**config.mk**
```make
export PLATFORM = sky130hd
export DESIGN_NAME = acq_wfm_ctrl
export DESIGN_NICKNAME = d
export VERILOG_FILES = /design/src/verilog/acq_wfm_pkg.sv /design/src/verilog/acq_wfm_ctrl.sv
export SDC_FILE = /design/constraint.sdc
export NUM_CORES = 1
export LEC_CHECK = 0
export CAP_MARGIN = 10
export CORE_MARGIN = 3
export CORE_UTILIZATION = 55
export CTS_CLUSTER_DIAMETER = 150
export DETAILED_ROUTE_END_ITERATION = 10
export DONT_BUFFER_PORTS = 1
export PLACE_DENSITY = 0.7
export SLEW_MARGIN = 15
export SYNTH_ARGS = -nofsm -noshare
export SYNTH_HDL_FRONTEND = slang
export SYNTH_SLANG_ARGS = --single-unit
export TNS_END_PERCENT = 50
```
**constraint.sdc**
```tcl
create_clock -name I_CLK_SYS -period 20.8 [get_ports I_CLK_SYS]
set_input_delay 1.04 -clock I_CLK_SYS [delete_from_list [all_inputs] [get_ports I_CLK_SYS]]
set_output_delay 1.04 -clock I_CLK_SYS [all_outputs]
set_load 0.01 [all_outputs]
```
**src/verilog/acq_wfm_pkg.sv**
```systemverilog
/*
 * Shared constants of the acquisition and waveform control block.
 * Assumes a 40 MHz system clock and a 32-bit APB register bus.
 */
package acq_wfm_pkg;
  // geometry
  localparam int N_AI = 4;
  localparam int N_AO = 2;
  localparam int CH_W = 2;
  localparam int ADC_W = 16;
  localparam int DAC_W = 18;
  localparam int WORD_W = 32;
  localparam int PTR_W = 16;
  localparam int ADDR_W = 8;
  localparam int SYNC_LINES = 7;
  localparam int SYNC_SEL_W = 3;
  localparam int DIV_W = 3;
  localparam int DCNT_W = 10;
  localparam int ACC_W = 38;
  // register byte offsets
  localparam logic [ADDR_W-1:0] OFS_CTRL = 8'h00;
  localparam logic [ADDR_W-1:0] OFS_CMD = 8'h04;
  localparam logic [ADDR_W-1:0] OFS_CHAN_EN = 8'h08;
  localparam logic [ADDR_W-1:0] OFS_GAIN = 8'h0C;
  localparam logic [ADDR_W-1:0] OFS_ATTEN = 8'h10;
  localparam logic [ADDR_W-1:0] OFS_BUF_LEN = 8'h14;
  localparam logic [ADDR_W-1:0] OFS_POST_CNT = 8'h18;
  localparam logic [ADDR_W-1:0] OFS_ATRIG = 8'h1C;
  localparam logic [ADDR_W-1:0] OFS_TUNE = 8'h20;
  localparam logic [ADDR_W-1:0] OFS_DIV = 8'h24;
  localparam logic [ADDR_W-1:0] OFS_STATUS = 8'h28;
  localparam logic [ADDR_W-1:0] OFS_COUNT = 8'h2C;
  // control fields
  localparam int CTRL_MODE_LSB = 0;
  localparam int CTRL_START_LSB = 2;
  localparam int CTRL_STOP_LSB = 4;
  localparam int CTRL_WFM_SRC_BIT = 6;
  localparam int CTRL_WFM_TRIG_BIT = 7;
  localparam int CTRL_SYNC_LSB = 8;
  // command bits (write pulses)
  localparam int CMD_ARM = 0;
  localparam int CMD_SW_START = 1;
  localparam int CMD_SW_STOP = 2;
  localparam int CMD_ABORT = 3;
  localparam int CMD_WFM_RUN = 4;
  localparam int CMD_WFM_HALT = 5;
  // gain field: code, then coupling
  localparam int GAIN_FLD_W = 5;
  localparam int GAIN_CODE_W = 4;
  localparam logic [GAIN_CODE_W-1:0] GAIN_CODE_MAX = 4'h8;
  localparam logic [GAIN_CODE_W-1:0] GAIN_CODE_0DB = 4'h2;
  localparam int ATTEN_W = 2;
  localparam logic [ATTEN_W-1:0] ATTEN_CODE_MAX = 2'h2;
  // analog trigger fields
  localparam int ATRIG_CH_LSB = 16;
  localparam int ATRIG_SLOPE_BIT = 18;
  // divider fields
  localparam int DIV_AI_LSB = 0;
  localparam int DIV_AO_LSB = 4;
  // status bits
  localparam int ST_BUSY = 0;
  localparam int ST_STOP_SEEN = 1;
  localparam int ST_DIG_LAT = 2;
  localparam int ST_WFM_RUN = 3;
  localparam int ST_WFM_LIVE = 4;
  localparam int ST_HALF0 = 5;
  localparam int ST_HALF1 = 6;
  localparam int ST_OVERRUN = 7;
  localparam int ST_UNDERRUN = 8;
  localparam int ST_WFM_ARMED = 9;
  localparam int ST_PTR_LSB = 16;
  // reset values
  localparam logic [PTR_W-1:0] BUF_LEN_RST = 16'h0400;
  localparam logic [WORD_W-1:0] POST_CNT_RST = 32'h0000_0100;
  localparam logic [N_AI-1:0] CHAN_EN_RST = 4'hF;
  // timing
  localparam longint CLK_HZ = 40_000_000;
  localparam longint AI_RATE_MAX_HZ = 204_800;
  localparam int WFM_PRESCALE_LOG2 = 2;
  localparam logic [WORD_W-1:0] TUNE_MAX = WORD_W'((AI_RATE_MAX_HZ * (64'd1 << ACC_W)) / CLK_HZ);
  localparam logic [7:0] DIG_LAT_SCANS = 8'd42;
  localparam logic [7:0] WFM_LAT_MIN = 8'd30;
  localparam logic [7:0] WFM_LAT_MAX = 8'd40;
  // enumerations
  typedef enum logic [1:0] {MODE_POST = 2'b00, MODE_PRE = 2'b01, MODE_DBL = 2'b10} acq_mode_e;
  typedef enum logic [1:0] {SRC_SW = 2'b00, SRC_PIN = 2'b01, SRC_SYNC = 2'b10,
                            SRC_ANALOG = 2'b11} trig_src_e;
  typedef enum logic [1:0] {ST_IDLE = 2'b00, ST_ARMED = 2'b01, ST_RUN = 2'b11,
                            ST_STOPPING = 2'b10} acq_state_e;
endpackage : acq_wfm_pkg

```
**src/verilog/acq_wfm_ctrl.sv**
```systemverilog
/*
 * Control for simultaneous inputs and outputs: scan, formatting, triggers, clocks.
 * Assumes stable converter data around valid, a same-clock host stream and APB.
 */
// Decided for this implementation: the APB interface to the registers and the register addresses.
`timescale 1ns/1ps
// Behaviour
// - ascending scan, per-channel enable
// - 16-bit result left-justified in 32
// - gain -20..60 dB steps, AC/DC coupling
// - posttrigger: count samples, stop when full
// - pretrigger: ring buffer until stop trigger
// - after stop trigger, programmed count, halt
// - double buffer: host drains other half
// - fine synthesized rate, filter tracks rate
// - internal sample clock only, shared out
// - start trigger: pin, sync bus, software
// - stop trigger: pin, sync bus, software
// - analog trigger any channel, level, slope
// - digital trigger: connector or sync bus
// - digital trigger latency of 42 scans
// - outputs updated together, 18-bit samples
// - output sample is left-justified 32-bit word
// - output attenuation 0, 20, 40 dB
// - outputs update continuously while clock runs
// - one clock, fixed /4, power-of-two dividers
// - output rate bound to running acquisition
// - waveform digital start, 30-40 update latency
module acq_wfm_ctrl (
  // clock and reset
  input wire logic I_CLK_SYS,
  input wire logic I_RST,
  // apb slave
  input wire logic I_PSEL,
  input wire logic I_PENABLE,
  input wire logic I_PWRITE,
  input wire logic [acq_wfm_pkg::ADDR_W-1:0] I_PADDR,
  input wire logic [acq_wfm_pkg::WORD_W-1:0] I_PWDATA,
  output logic [acq_wfm_pkg::WORD_W-1:0] O_PRDATA,
  output logic O_PREADY,
  output logic O_PSLVERR,
  // trigger pins
  input wire logic I_TRIG_PIN,
  input wire logic [acq_wfm_pkg::SYNC_LINES-1:0] I_SYNC_TRIG,
  // input converters
  output logic O_ADC_CONV,
  input wire logic I_ADC_VALID,
  input wire logic [acq_wfm_pkg::N_AI*acq_wfm_pkg::ADC_W-1:0] I_ADC_DATA,
  output logic [acq_wfm_pkg::DIV_W-1:0] O_AAF_RATE,
  output logic [acq_wfm_pkg::N_AI*acq_wfm_pkg::GAIN_CODE_W-1:0] O_GAIN_CODE,
  output logic [acq_wfm_pkg::N_AI-1:0] O_AC_COUPLE,
  // sample stream to host buffer
  output logic O_SMP_VALID,
  output logic [acq_wfm_pkg::WORD_W-1:0] O_SMP_DATA,
  output logic [acq_wfm_pkg::PTR_W-1:0] O_SMP_ADDR,
  input wire logic I_SMP_READY,
  // waveform stream from host
  input wire logic I_WFM_VALID,
  input wire logic [acq_wfm_pkg::N_AO*acq_wfm_pkg::WORD_W-1:0] I_WFM_DATA,
  output logic O_WFM_READY,
  // output converters
  output logic O_DAC_LOAD,
  output logic [acq_wfm_pkg::N_AO*acq_wfm_pkg::DAC_W-1:0] O_DAC_DATA,
  output logic [acq_wfm_pkg::DIV_W-1:0] O_AIF_RATE,
  output logic [acq_wfm_pkg::N_AO*acq_wfm_pkg::ATTEN_W-1:0] O_ATTEN,
  // sync bus clock share
  output logic O_SYNC_CLK
);
  import acq_wfm_pkg::*;

  // lowest set bit of a channel mask
  function automatic logic [CH_W-1:0] first_chan(input logic [N_AI-1:0] m);
    first_chan = '0;
    for (int k = N_AI - 1; k >= 0; k--) begin
      if (m[k]) first_chan = CH_W'(k);
    end
  endfunction : first_chan

  // divider mask for a power-of-two ratio
  function automatic logic [DCNT_W-1:0] div_mask(input logic [DIV_W:0] d);
    div_mask = DCNT_W'((DCNT_W'(1) << d) - DCNT_W'(1));
  endfunction : div_mask

  // register file
  logic [WORD_W-1:0] ctrl_reg;
  logic [N_AI-1:0] chan_en_reg;
  logic [N_AI*GAIN_FLD_W-1:0] gain_reg;
  logic [N_AO*ATTEN_W-1:0] atten_reg;
  logic [PTR_W-1:0] buf_len_reg;
  logic [WORD_W-1:0] post_cnt_reg;
  logic [WORD_W-1:0] atrig_reg;
  logic [WORD_W-1:0] tune_reg;
  logic [DIV_W-1:0] ai_div_reg;
  logic [DIV_W-1:0] ao_div_reg;
  logic [WORD_W-1:0] prdata_reg;
  // acquisition state
  acq_state_e state_reg, state_next;
  logic [PTR_W-1:0] ptr_reg;
  logic [WORD_W-1:0] cnt_reg;
  logic [N_AI-1:0] pend_reg;
  logic [N_AI*ADC_W-1:0] scan_reg;
  logic smp_valid_reg;
  logic [WORD_W-1:0] smp_data_reg;
  logic [PTR_W-1:0] smp_addr_reg;
  logic stop_seen_reg, half0_reg, half1_reg, overrun_reg, underrun_reg;
  logic [7:0] dlat_reg;
  logic dlat_on_reg;
  logic above_reg;
  // waveform state
  logic wfm_armed_reg, wfm_run_reg;
  logic [7:0] wlat_reg;
  logic dac_load_reg;
  logic [N_AO*DAC_W-1:0] dac_data_reg;
  // clock generation
  logic [ACC_W-1:0] acc_reg;
  logic dds_tick_reg, ai_tick_reg;
  logic [DCNT_W-1:0] dcnt_reg;
  // synchronisers: stage 1 feeds stage 2 only
  logic pin_s1, pin_s2, pin_s3;
  logic [SYNC_LINES-1:0] sync_s1, sync_s2, sync_s3;
  logic vld_s1, vld_s2, vld_s3;
  logic [N_AI*ADC_W-1:0] adc_s1, adc_s2;

  // bus decode
  wire acc_ph = I_PSEL && I_PENABLE;
  wire wr = acc_ph && I_PWRITE;
  wire hit_ctrl = (I_PADDR == OFS_CTRL);
  wire hit_cmd = (I_PADDR == OFS_CMD);
  wire hit_en = (I_PADDR == OFS_CHAN_EN);
  wire hit_gain = (I_PADDR == OFS_GAIN);
  wire hit_att = (I_PADDR == OFS_ATTEN);
  wire hit_len = (I_PADDR == OFS_BUF_LEN);
  wire hit_post = (I_PADDR == OFS_POST_CNT);
  wire hit_atr = (I_PADDR == OFS_ATRIG);
  wire hit_tune = (I_PADDR == OFS_TUNE);
  wire hit_div = (I_PADDR == OFS_DIV);
  wire hit_st = (I_PADDR == OFS_STATUS);
  wire hit_cnt = (I_PADDR == OFS_COUNT);
  wire mapped = hit_ctrl | hit_cmd | hit_en | hit_gain | hit_att | hit_len | hit_post |
                hit_atr | hit_tune | hit_div | hit_st | hit_cnt;
  wire [WORD_W-1:0] cmd = (wr && hit_cmd) ? I_PWDATA : '0;
  wire [WORD_W-1:0] w1c = (wr && hit_st) ? I_PWDATA : '0;

  // control fields
  wire [1:0] mode = ctrl_reg[CTRL_MODE_LSB +: 2];
  wire [1:0] start_src = ctrl_reg[CTRL_START_LSB +: 2];
  wire [1:0] stop_src = ctrl_reg[CTRL_STOP_LSB +: 2];
  wire [SYNC_SEL_W-1:0] sync_sel = ctrl_reg[CTRL_SYNC_LSB +: SYNC_SEL_W];
  wire busy = (state_reg != ST_IDLE);
  wire running = (state_reg == ST_RUN) || (state_reg == ST_STOPPING);

  // trigger edges after two-stage sync
  wire pin_edge = pin_s2 && !pin_s3;
  wire sync_edge = sync_s2[sync_sel] && !sync_s3[sync_sel];
  wire scan_edge = vld_s2 && !vld_s3;

  // analog trigger watches any channel, scanned or not
  wire [CH_W-1:0] atr_ch = atrig_reg[ATRIG_CH_LSB +: CH_W];
  wire signed [ADC_W-1:0] atr_smp = adc_s2[atr_ch*ADC_W +: ADC_W];
  wire signed [ADC_W-1:0] atr_lvl = atrig_reg[ADC_W-1:0];
  wire above = (atr_smp >= atr_lvl);
  wire slope_fall = atrig_reg[ATRIG_SLOPE_BIT];
  wire atr_hit = scan_edge && (slope_fall ? (above_reg && !above) : (!above_reg && above));

  // start and stop selection
  wire dig_start = (start_src == SRC_PIN && pin_edge) || (start_src == SRC_SYNC && sync_edge);
  wire start_hit = (state_reg == ST_ARMED) &&
                   ((start_src == SRC_SW && cmd[CMD_SW_START]) || dig_start ||
                    (start_src == SRC_ANALOG && atr_hit));
  wire stop_hit = (state_reg == ST_RUN) && (mode == MODE_PRE) &&
                  ((stop_src == SRC_SW && cmd[CMD_SW_STOP]) ||
                   (stop_src == SRC_PIN && pin_edge) ||
                   (stop_src == SRC_SYNC && sync_edge));

  // sample pointer arithmetic
  wire fire = smp_valid_reg && I_SMP_READY;
  wire can_load = !smp_valid_reg || I_SMP_READY;
  wire [PTR_W-1:0] ptr_inc = PTR_W'(ptr_reg + PTR_W'(1));
  wire [WORD_W-1:0] cnt_inc = WORD_W'(cnt_reg + WORD_W'(1));
  wire wrap = (ptr_inc == buf_len_reg);
  wire mid = (ptr_inc == (buf_len_reg >> 1));
  wire half0_set = fire && (mode == MODE_DBL) && mid;
  wire half1_set = fire && (mode == MODE_DBL) && wrap;
  // host still owns the next half
  wire db_clash = (half0_set && half1_reg) || (half1_set && half0_reg);
  wire post_done = fire && (state_reg == ST_RUN) && (mode == MODE_POST) &&
                   (wrap || cnt_inc == post_cnt_reg);
  wire tail_done = fire && (state_reg == ST_STOPPING) && (cnt_inc == post_cnt_reg);
  wire scan_overrun = scan_edge && running && (pend_reg != '0);
  wire [CH_W-1:0] next_ch = first_chan(pend_reg);

  // state transitions
  always_comb begin
    state_next = state_reg;
    unique case (state_reg)
      // waiting for software to arm
      ST_IDLE: begin
        if (cmd[CMD_ARM]) state_next = ST_ARMED;
      end
      // waiting for start trigger
      ST_ARMED: begin
        if (cmd[CMD_ABORT]) state_next = ST_IDLE;
        else if (start_hit) state_next = ST_RUN;
      end
      // acquiring
      ST_RUN: begin
        if (cmd[CMD_ABORT] || post_done || db_clash) state_next = ST_IDLE;
        else if (stop_hit) state_next = ST_STOPPING;
      end
      // tail after stop trigger
      ST_STOPPING: begin
        if (cmd[CMD_ABORT] || tail_done) state_next = ST_IDLE;
      end
    endcase
  end

  // effective waveform divider: never faster than a running scan
  wire [DIV_W:0] ai_tot = {1'b0, ai_div_reg};
  wire [DIV_W:0] ao_req = (DIV_W+1)'(ao_div_reg + WFM_PRESCALE_LOG2);
  wire [DIV_W:0] ao_tot = (busy && ao_req < ai_tot) ? ai_tot : ao_req;
  wire [ACC_W:0] acc_sum = {1'b0, acc_reg} + {{(ACC_W+1-WORD_W){1'b0}}, tune_reg};
  wire [DCNT_W-1:0] ai_m = div_mask(ai_tot);
  wire [DCNT_W-1:0] ao_m = div_mask(ao_tot);
  wire ai_tick = dds_tick_reg && ((dcnt_reg & ai_m) == ai_m);
  wire ao_tick = dds_tick_reg && ((dcnt_reg & ao_m) == ao_m);
  wire upd = wfm_run_reg && ao_tick;
  wire wfm_dig = ctrl_reg[CTRL_WFM_SRC_BIT] ? sync_edge : pin_edge;

  // input synchronisers
  always_ff @(posedge I_CLK_SYS or posedge I_RST) begin
    if (I_RST) begin
      {pin_s1, pin_s2, pin_s3} <= '0;
      {sync_s1, sync_s2, sync_s3} <= '0;
      {vld_s1, vld_s2, vld_s3} <= '0;
      {adc_s1, adc_s2} <= '0;
    end else begin
      {pin_s1, pin_s2, pin_s3} <= {I_TRIG_PIN, pin_s1, pin_s2};
      {sync_s1, sync_s2, sync_s3} <= {I_SYNC_TRIG, sync_s1, sync_s2};
      {vld_s1, vld_s2, vld_s3} <= {I_ADC_VALID, vld_s1, vld_s2};
      {adc_s1, adc_s2} <= {I_ADC_DATA, adc_s1};
    end
  end

  // register writes; tuning locked while acquiring
  always_ff @(posedge I_CLK_SYS or posedge I_RST) begin
    if (I_RST) begin
      ctrl_reg <= '0;
      chan_en_reg <= CHAN_EN_RST;
      atten_reg <= '0;
      buf_len_reg <= BUF_LEN_RST;
      post_cnt_reg <= POST_CNT_RST;
      atrig_reg <= '0;
      tune_reg <= TUNE_MAX;
      ai_div_reg <= '0;
      ao_div_reg <= '0;
    end else if (wr) begin
      if (hit_ctrl) ctrl_reg <= I_PWDATA;
      if (hit_en) chan_en_reg <= I_PWDATA[N_AI-1:0];
      if (hit_len) buf_len_reg <= I_PWDATA[PTR_W-1:0];
      if (hit_post) post_cnt_reg <= I_PWDATA;
      if (hit_atr) atrig_reg <= I_PWDATA;
      // clamp to top scan rate
      if (hit_tune && !busy) tune_reg <= (I_PWDATA > TUNE_MAX) ? TUNE_MAX : I_PWDATA;
      if (hit_div) begin
        ai_div_reg <= I_PWDATA[DIV_AI_LSB +: DIV_W];
        ao_div_reg <= I_PWDATA[DIV_AO_LSB +: DIV_W];
      end
      // undefined attenuation code ignored
      for (int a = 0; a < N_AO; a++) begin
        if (hit_att && I_PWDATA[a*ATTEN_W +: ATTEN_W] <= ATTEN_CODE_MAX)
          atten_reg[a*ATTEN_W +: ATTEN_W] <= I_PWDATA[a*ATTEN_W +: ATTEN_W];
      end
    end
  end

  // per-channel gain, bad codes ignored
  generate
    for (genvar g = 0; g < N_AI; g++) begin : g_gain
      wire [GAIN_FLD_W-1:0] fld = I_PWDATA[g*GAIN_FLD_W +: GAIN_FLD_W];
      always_ff @(posedge I_CLK_SYS or posedge I_RST) begin
        if (I_RST) gain_reg[g*GAIN_FLD_W +: GAIN_FLD_W] <= {1'b0, GAIN_CODE_0DB};
        else if (wr && hit_gain && fld[GAIN_CODE_W-1:0] <= GAIN_CODE_MAX)
          gain_reg[g*GAIN_FLD_W +: GAIN_FLD_W] <= fld;
      end
      assign O_GAIN_CODE[g*GAIN_CODE_W +: GAIN_CODE_W] = gain_reg[g*GAIN_FLD_W +: GAIN_CODE_W];
      assign O_AC_COUPLE[g] = gain_reg[g*GAIN_FLD_W + GAIN_CODE_W];
    end
  endgenerate

  // read data latched at setup, from a flop
  wire [WORD_W-1:0] status = {ptr_reg, 6'h00, wfm_armed_reg, underrun_reg, overrun_reg,
                              half1_reg, half0_reg, (wlat_reg >= WFM_LAT_MIN), wfm_run_reg,
                              (dlat_reg >= DIG_LAT_SCANS), stop_seen_reg, busy};
  wire [WORD_W-1:0] rd_mux =
    hit_ctrl ? ctrl_reg :
    hit_en ? WORD_W'(chan_en_reg) :
    hit_gain ? WORD_W'(gain_reg) :
    hit_att ? WORD_W'(atten_reg) :
    hit_len ? WORD_W'(buf_len_reg) :
    hit_post ? post_cnt_reg :
    hit_atr ? atrig_reg :
    hit_tune ? tune_reg :
    hit_div ? WORD_W'({ao_div_reg, 1'b0, ai_div_reg}) :
    hit_st ? status :
    hit_cnt ? cnt_reg : '0;

  always_ff @(posedge I_CLK_SYS or posedge I_RST) begin
    if (I_RST) prdata_reg <= '0;
    else if (I_PSEL && !I_PENABLE) prdata_reg <= rd_mux;
  end

  // acquisition sequencer
  always_ff @(posedge I_CLK_SYS or posedge I_RST) begin
    if (I_RST) begin
      state_reg <= ST_IDLE;
      ptr_reg <= '0;
      cnt_reg <= '0;
      pend_reg <= '0;
      scan_reg <= '0;
      smp_valid_reg <= 1'b0;
      smp_data_reg <= '0;
      smp_addr_reg <= '0;
    end else begin
      state_reg <= state_next;
      // arming clears pointer and count
      if (state_reg == ST_IDLE && cmd[CMD_ARM]) begin
        ptr_reg <= '0;
        cnt_reg <= '0;
      end else if (start_hit || stop_hit) begin
        cnt_reg <= '0;
      end else if (fire) begin
        ptr_reg <= wrap ? '0 : ptr_inc;
        cnt_reg <= cnt_inc;
      end
      // ending the run drops any scan in flight
      if (state_next == ST_IDLE) begin
        pend_reg <= '0;
        smp_valid_reg <= 1'b0;
      end else if (scan_edge && running) begin
        scan_reg <= adc_s2;
        pend_reg <= chan_en_reg;
        if (can_load) smp_valid_reg <= 1'b0;
      end else if (can_load) begin
        smp_valid_reg <= (pend_reg != '0);
        if (pend_reg != '0) begin
          pend_reg[next_ch] <= 1'b0;
          smp_data_reg <= {scan_reg[next_ch*ADC_W +: ADC_W], {(WORD_W-ADC_W){1'b0}}};
          // address tracks write pointer
          smp_addr_reg <= (fire && !wrap) ? ptr_inc : (fire ? '0 : ptr_reg);
        end
      end
    end
  end

  // sticky status flags: hardware set beats software clear
  always_ff @(posedge I_CLK_SYS or posedge I_RST) begin
    if (I_RST) begin
      stop_seen_reg <= 1'b0;
      half0_reg <= 1'b0;
      half1_reg <= 1'b0;
      overrun_reg <= 1'b0;
      underrun_reg <= 1'b0;
      dlat_reg <= '0;
      dlat_on_reg <= 1'b0;
      above_reg <= 1'b0;
    end else begin
      stop_seen_reg <= stop_hit || (stop_seen_reg && !(state_reg == ST_IDLE && cmd[CMD_ARM]));
      half0_reg <= half0_set || (half0_reg && !w1c[ST_HALF0]);
      half1_reg <= half1_set || (half1_reg && !w1c[ST_HALF1]);
      overrun_reg <= db_clash || scan_overrun || (overrun_reg && !w1c[ST_OVERRUN]);
      underrun_reg <= (upd && !I_WFM_VALID) || (underrun_reg && !w1c[ST_UNDERRUN]);
      if (scan_edge) above_reg <= above;
      // scans until triggered sample clears filter; arm clears it and stops the count
      if ((start_hit && dig_start) || cmd[CMD_ARM]) begin
        dlat_reg <= '0;
        dlat_on_reg <= start_hit;
      end else if (dlat_on_reg && scan_edge && dlat_reg < DIG_LAT_SCANS) begin
        dlat_reg <= dlat_reg + 8'd1;
      end
    end
  end

  // synthesized clock, shared dividers
  always_ff @(posedge I_CLK_SYS or posedge I_RST) begin
    if (I_RST) begin
      acc_reg <= '0;
      dds_tick_reg <= 1'b0;
      dcnt_reg <= '0;
      ai_tick_reg <= 1'b0;
    end else begin
      acc_reg <= acc_sum[ACC_W-1:0];
      dds_tick_reg <= acc_sum[ACC_W];
      if (dds_tick_reg) dcnt_reg <= DCNT_W'(dcnt_reg + DCNT_W'(1));
      ai_tick_reg <= ai_tick;
    end
  end

  // waveform generation
  always_ff @(posedge I_CLK_SYS or posedge I_RST) begin
    if (I_RST) begin
      wfm_armed_reg <= 1'b0;
      wfm_run_reg <= 1'b0;
      wlat_reg <= '0;
      dac_load_reg <= 1'b0;
      dac_data_reg <= '0;
    end else begin
      dac_load_reg <= upd;
      if (cmd[CMD_WFM_HALT]) begin
        wfm_armed_reg <= 1'b0;
        wfm_run_reg <= 1'b0;
      end else if (cmd[CMD_WFM_RUN] && !wfm_run_reg) begin
        wfm_armed_reg <= ctrl_reg[CTRL_WFM_TRIG_BIT];
        wfm_run_reg <= !ctrl_reg[CTRL_WFM_TRIG_BIT];
        wlat_reg <= '0;
      end else if (wfm_armed_reg && wfm_dig) begin
        wfm_armed_reg <= 1'b0;
        wfm_run_reg <= 1'b1;
      end
      // updates until triggered data reaches pins
      if (upd && wlat_reg < WFM_LAT_MAX) wlat_reg <= wlat_reg + 8'd1;
      // underrun: outputs hold last value
      if (upd && I_WFM_VALID) begin
        for (int c = 0; c < N_AO; c++) begin
          dac_data_reg[c*DAC_W +: DAC_W] <=
            I_WFM_DATA[c*WORD_W + WORD_W - DAC_W +: DAC_W];
        end
      end
    end
  end

  // outputs
  assign O_PRDATA = prdata_reg;
  assign O_PREADY = 1'b1;
  assign O_PSLVERR = acc_ph && !mapped;
  assign O_ADC_CONV = ai_tick_reg;
  assign O_SYNC_CLK = dds_tick_reg;
  assign O_AAF_RATE = ai_div_reg;
  assign O_AIF_RATE = ao_tot[DIV_W-1:0];
  assign O_ATTEN = atten_reg;
  assign O_SMP_VALID = smp_valid_reg;
  assign O_SMP_DATA = smp_data_reg;
  assign O_SMP_ADDR = smp_addr_reg;
  assign O_WFM_READY = upd;
  assign O_DAC_LOAD = dac_load_reg;
  assign O_DAC_DATA = dac_data_reg;
endmodule : acq_wfm_ctrl

```
==> results of run 1 <==
==> power by group <==
| group | switching, mW | internal [mW] | leakage, nW | total, mW |
|---|---|---|---|---|
| registers | 0.0915 | 1.35 | 8.09 | 1.44 |
| clock network | 0.513 | 0.703 | 1.09 | 1.22 |
| logic | 0.194 | 0.163 | 5.37 | 0.356 |
| total | 0.798 | 2.22 | 14.6 | 3.02 |
==> path summary, 6_finish.rpt <==
| check | to | depth (start not counted) | start | slack, ps |
|---|---|---|---|---|
| setup / recovery | O_SMP_DATA[16] | 12 | ptr_reg[2] | 15290 |
| hold / removal | adc_s2[26] | 0 | adc_s1[26] | 340 |
| hold reg to reg | adc_s2[26] | 0 | adc_s1[26] | 340 |
| min in group asynchronous | O_SMP_ADDR[6] | 1 | I_RST | 400 |
| setup reg to reg | O_SMP_DATA[16] | 12 | ptr_reg[2] | 15290 |
| max in group asynchronous | adc_s2[52] | 4 | I_RST | 17290 |
==> kinds of logic (layout without fill, tap and decap cells) <==
| kind of cell | after synthesis | in the layout |
|---|---|---|
| compound gates | 570 | 570 |
| xor+xnor | 145 | 145 |
| fa+ha+maj | 60 | 60 |
| buf+inv | 243 | 224 |
| flops | 628 | 628 |
| mux | 314 | 314 |
| other cells | 2 | 18 |
| simple gates | 645 | 645 |
==> routing by layer <==
layer	GRT usage	routed length, um
met1	0.382	33700
met2	0.475	39900
met3	0.0753	6740
met4	0.129	3920
met5	0	36
==> synthesized netlist by cell type, drive strengths merged, types with 7 or more instances <==
cell    count
a31oi      23
mux4       17
dfstp      26
a21oi      84
a41oi       7
clkbuf    108
a221oi     20
a21o       42
o21ai     129
o22a       19
or2         9
o31ai      28
nand2b     16
a222oi     13
and4        7
and3       23
a22o       15
inv        71
a211o       7
nand3b     11
nand4b      7
nand2     175
or3        13
xor2       46
o211ai      8
and2       11
o21bai      7
nor2b      20
nand3      63
nor3       44
ha         58
nor2      152
nor3b      10
nor4       25
nand4      42
mux2i      27
mux2      270
buf        64
o21a        8
xnor2      99
a211oi     18
dfrtp     602
a22oi      87
==> cell type report <==
cell class / instances / area, um^2 / area share
clock inverters: 25 / 378 / 0.0116
flip-flops and latches: 628 / 15700 / 0.485
diodes: 1 / 2.50 / 0.0000771
well taps: 688 / 861 / 0.0265
multi-input cells: 1751 / 13000 / 0.401
inverters: 71 / 274 / 0.00844
repair buffers: 35 / 263 / 0.00810
clock buffers: 93 / 1900 / 0.0587
==> stage by stage <==
| step | utilization | power, mW | instances | hold slack [ps] | instance area (um^2) |
|---|---|---|---|---|---|
| floorplan | - | 1.72 | 2622 | 331 | 29800 |
| global placement | 0.569 | 1.79 | 3173 | 333 | 30200 |
| detailed placement | 0.569 | 1.81 | 3173 | 335 | 30200 |
| CTS | 0.612 | 3.03 | 3291 | 344 | 32400 |
| global route | 0.613 | 3.13 | 3292 | 354 | 32500 |
| finish | 0.613 | 3.02 | 3292 | 341 | 32500 |
==> reports/metrics.yaml, run 1 <==
status: "complete, no violations"
setup-violations-final: 0
p_per_area_nw_per_um2: 92.9
worstSetupEndpointType: "flop"
crit_required_ps: 21300
maxSlewViolCount: 0
fin_setup_tns_ps: 0
vias: 21100
die_h_um: 239
antenna_found_initial: 4
crit_slowest_cell: "nor4_1"
grt.overflow.total: 0
drt-total-wl_um: 84300
cts_tree: "yes"
place_congestion: 0.972
max-slew-margin-rel: 0.285
critPathMaxStageDelay_ps: 770
synthTopCellsByArea: "dfrtp_1 51%, mux2_2 9.8%, xnor2_1 2.9%"
async_flop_share: 1.00
cts_resized: 0
grt_pass1_wl_um: 128000
holdCritPathClass: "flop to flop"
startpoint_type: "flop"
cp_max_fo: 17
grt_start_max_net_pins: 123
clk_pin_slew_ps: 60
cts_setup_buffers: 0
io-pin-count: 337
synth_seq_area_share: 0.530
ir_worst_vdd_mv: 0.0829
drtAntennaViolNets: 0
syn-instance-count: 2607
nFillCells: 4157
cap_violations: 0
clock-skew-final_ps: 22.6
drtPass1Iterations: 6
worst_slew_pin_slew_ps: 1070
synth_cell_types: 90
nets: 2798
dp_hpwl_um: 60300
synth_edf_count: 0
crit_family: "simple AND/OR/NAND/NOR gates"
port_buffers: 0
layout-drive-gt1-share: 0.185
row_count: 84
finalCritPeriodShare: 0.265
fmax_ghz: 0.182
clock_path_buffers: 3
numCtsBuffers: 67
clock_sink_count: 628
syn_to_final_growth_pct: 9.15
muxShareOfSynthArea: 0.124
initial_core_util: 0.561
rsz0062_at_grt: "no"
h-tree-depth: 3
grt_pass1_vias: 21300
dieArea_um2: 56900
clk-insertion-delay-late_ps: 630
crit_type: "flop to flop"
viasPerCell: 6.42
layout_common_cells: "602 x dfrtp_1, 260 x mux2_2, 173 x nand2_1"
hold_violations: 0
synth_compound_area_frac: 0.133
cts-root-buf: "clkbuf_16"
synth.top_cell.area_share: 0.507
synth_ff_type: "dfrtp_1"
track_usage: 0.295
wl_per_cell_um: 25.6
leakagePower_nw: 14.6
synthSimpleGateAreaFrac: 0.109
drc: 0
final_common_cell: "dfrtp_1"
holdBufCountCts: 0
synth_top_area_cell: "dfrtp_1"
syn_avg_cell_area_um2: 11.4
synthAdderAreaFrac: 0.0258
crit_buf_inv: 2
fin_ws_ps: 15290
synth_top_family_by_area: "compound AO/OA/AOI/OAI gates"
netlist_area_um2: 29700
arrival_ps: 6010
drtIter0Drc: 1993
post-place-ws_ps: 15160
period_minus_slack_ps: 5510
yosys_warnings: 0
fp.coreArea_um2: 53000
die_x_um: 239
yosys.area_share.xor_xnor: 0.0427
crit_chain: "nand3_1 -> nor2_1 -> buf_4 -> nand3_1 -> a32o_1 -> a211o_1 -> nor4_1 -> nand2_1 -> a41o_1 -> o21ai_4 -> buf_4 -> mux2_2"
synth.ff_latch_count: 628
(Power assumes the default switching activity.)
==> run 2, diff against run 1 <==
Settings changed: ABC_AREA set to 1, PLACE_DENSITY 0.7 to 0.73.
Clock period 20.8 ns to 4.6 ns, I/O delays scaled along.
==> run 2 against run 1 <==
Critical path depth up 5. Register-to-register slack worse by 15000 ps. Area after synthesis down 0.16%. Synthesized cell count up 36%. Flip-flop and latch count unchanged. Critical path type is now flop to output pin. Highest routed layer unchanged.
==> reports/metrics.yaml, run 2 <==
place_congestion: 0.982  # +1.0%
period_minus_slack_ps: 4420
clk_pin_slew_ps: 70  # about the same
antenna_found_initial: 3  # -1
async_flop_share: 1.00  # unchanged
drtPass1Iterations: 6  # unchanged
synth.ff_latch_count: 628  # unchanged
multi_input_area_um2: 12200  # -6.6%
track_usage: 0.344  # +0.0483
timing.hold.ws_ps: 25.5  # -315 ps
cpMostUsedCell: "nand2_1"
fin_total_pwr_mw: 12.8  # +320%
grt.overflow.total: 0  # unchanged
synthTopCellsByArea: "dfrtp_1 51%, nand2_1 12%, o21ai_0 5.4%"
grt_start_max_net_pins: 157  # +28%
drc: 0  # unchanged
crit_chain: "inv_1 -> fa_1 -> nor2_1 -> o21ai_0 -> nand3_1 -> inv_1 -> nand2_1 -> nand2_1 -> nor2_1 -> nand2_1 -> ha_1 -> o211ai_1 -> a21oi_1 -> o21ai_0 -> nor3_1 -> nand2_1 -> inv_1"
row_count: 84  # unchanged
fin_area_um2: 34000  # +4.7%
fmax_ghz: 0.226
dp_cells: 4138  # +30%
crit_slowest_cell: "fa_1"
cap_violations: 0  # unchanged
regToRegStartpoint: "ao_div_reg[2]"
viasPerCell: 5.99  # -6.7%
synth_top_area_cell: "dfrtp_1"
cts_tree: "yes"
nets: 3901  # +39%
drt-total-wl_um: 97700  # +16%
fin_ws_ps: 177  # -15110 ps
p_per_area_nw_per_um2: 375  # +300%
seqCellArea_um2: 15700  # unchanged
drtIter0Drc: 3140  # +58%
vias: 26300  # +25%
die_x_um: 238  # about the same
die_h_um: 238  # about the same
maxSlewViolCount: 0  # unchanged
crit_type: "flop to output pin"
dieArea_um2: 56800  # -0.15%
yosys_warnings: 0  # unchanged
initial_core_util: 0.560  # -0.000874
hold_violations: 0  # unchanged
grt_pass1_vias: 24900  # +17%
syn_avg_cell_area_um2: 8.40  # -26%
synth.top_cell.area_share: 0.507  # +0.000790
cts-root-buf: "clkbuf_16"
nFillCells: 4416  # +6.2%
netlist_area_um2: 29700  # -0.16%
final_cells: 4395  # +34%
h-tree-depth: 3  # unchanged
layout_common_cells: "932 x nand2_1, 602 x dfrtp_1, 322 x o21ai_0"
reg2reg_to: "O_DAC_DATA[20]"
io-pin-count: 337  # unchanged
setup-violations-final: 0  # unchanged
reg2regPathDepth: 20  # +8
crit_required_ps: 4370  # -16930 ps
worstHoldStart: "I_PWDATA[1]"
port_buffers: 0  # unchanged
status: "complete, no violations"
clk-insertion-delay-late_ps: 610  # -20 ps
yosysMostFrequentCell: "nand2_1"
wl_per_cell_um: 22.2  # -13%
fin_setup_tns_ps: 0  # unchanged
syn-instance-count: 3536  # +36%
cts_setup_buffers: 0  # unchanged
dp_hpwl_um: 69700  # +16%
clock_path_buffers: 3  # unchanged
holdCritPathClass: "input port to flop"
min_path_cells: 2  # +2
cp_max_fo: 6  # -11
arrival_ps: 4190  # -1820 ps
synth_edf_count: 0  # unchanged
ir_worst_vdd_mv: 0.399  # +380%
synth_ff_type: "dfrtp_1"
final_common_cell: "nand2_1"
place_area_um2: 30400  # +0.89%
clock_sink_count: 628  # unchanged
fp.coreArea_um2: 53000  # unchanged
drtAntennaViolNets: 0  # unchanged
critPathMaxStageDelay_ps: 460  # -310 ps
worst_slew_pin_slew_ps: 1250  # +184 ps
leakagePower_nw: 16.6  # +14%
worstSetupEndpointType: "output pin"
yosys-top-cells-count: "935 x nand2_1, 602 x dfrtp_1, 322 x o21ai_0, 298 x inv_1, 296 x nor2_1"
synth_cell_types: 57  # -37%
startpoint_type: "flop"
synth_seq_area_share: 0.530  # +0.000826
max-slew-margin-rel: 0.153  # -0.132
rrSetupSlack_ps: 310  # -14980 ps
numCtsBuffers: 66  # -1.5%
syn_to_final_growth_pct: 14.5
post-place-ws_ps: 495  # -14670 ps
grt_pass1_wl_um: 149000  # +16%
finalCritPeriodShare: 0.961
hold_path_end: "O_AAF_RATE[1]"
final_util: 0.642  # +0.0290
layout-drive-gt1-share: 0.0567  # -0.128
clock-skew-final_ps: 23.1  # +0.563 ps
[run 2: cell count changes in the layout (fill, tap and decap cells not counted), moves of 27 or more]
cell,change
a21o_1,-41
a21oi_1,+76
a22oi_1,-85
dlygate4sd3_1,+139
inv_1,+227
mux2_2,-260
mux2i_1,-27
nand2_1,+759
nand3_1,+208
nor2_1,+150
o21ai_0,+197
o22ai_1,+85
xnor2_1,-82
[run 2: layer usage]
layer	track usage	up-vias	wire (um)
li1	-	12000	-
met1	0.504	12600	41200
met2	0.504	1501	42200
met3	0.0911	214	11200
met4	0.105	2	3040
met5	0	-	13
[run 2: power by group]
part	leakage [nW]	switching (mW)	total [mW]	internal (mW)
clock	1.06	2.28	5.38	3.10
sequential	7.86	0.218	6.05	5.83
combinational	7.70	0.852	1.33	0.478
total	16.6	3.35	12.8	9.41
[run 2: kinds of logic after synthesis]
logic type                 synth area share
AOI/OAI and AO/OA                     0.137
xor gates and xnor gates             0.0201
adders and majority gates            0.0258
buffers and inverters                0.0634
DFF                                   0.530
other                              0.000253
and+or+nand+nor                       0.223
[run 2: critical path: cells and delay by family, from the launching register on]
kind	cells	cell delay, ps
compound gates	4	430
buf+inv	3	600
fa+ha+maj	2	740
flops	1	410
simple gates	8	1380
[run 2: area by class of cell]
cell class,instances,share of cell area
clock inverter,20,0.00681
inverter,310,0.0343
antenna,2,0.000147
clock buffer,96,0.0567
tap,688,0.0253
multi-input combinational,2466,0.358
timing repair buffer,185,0.0555
sequential,628,0.463
[run 2: how the worst max path moves through the flow]
stage	start	endpoint	slack [ps]
6_report	ao_div_reg[2]	O_WFM_READY	180
2_1_floorplan	I_RST	O_AAF_RATE[0]	-4180
3_5_place_dp	ao_div_reg[1]	wlat_reg[3]	500
4_1_cts	ao_div_reg[2]	O_WFM_READY	260
5_1_grt	ao_div_reg[2]	O_WFM_READY	-3
3_3_place_gp	ao_div_reg[1]	wlat_reg[5]	570
[run 2: timing repair]
item | in CTS | in global routing
resized for setup | 0 | 1
endpoints found under the hold margin | 607 | 0
hold buffers | 139 | 0
setup endpoints to repair | 0 | 1
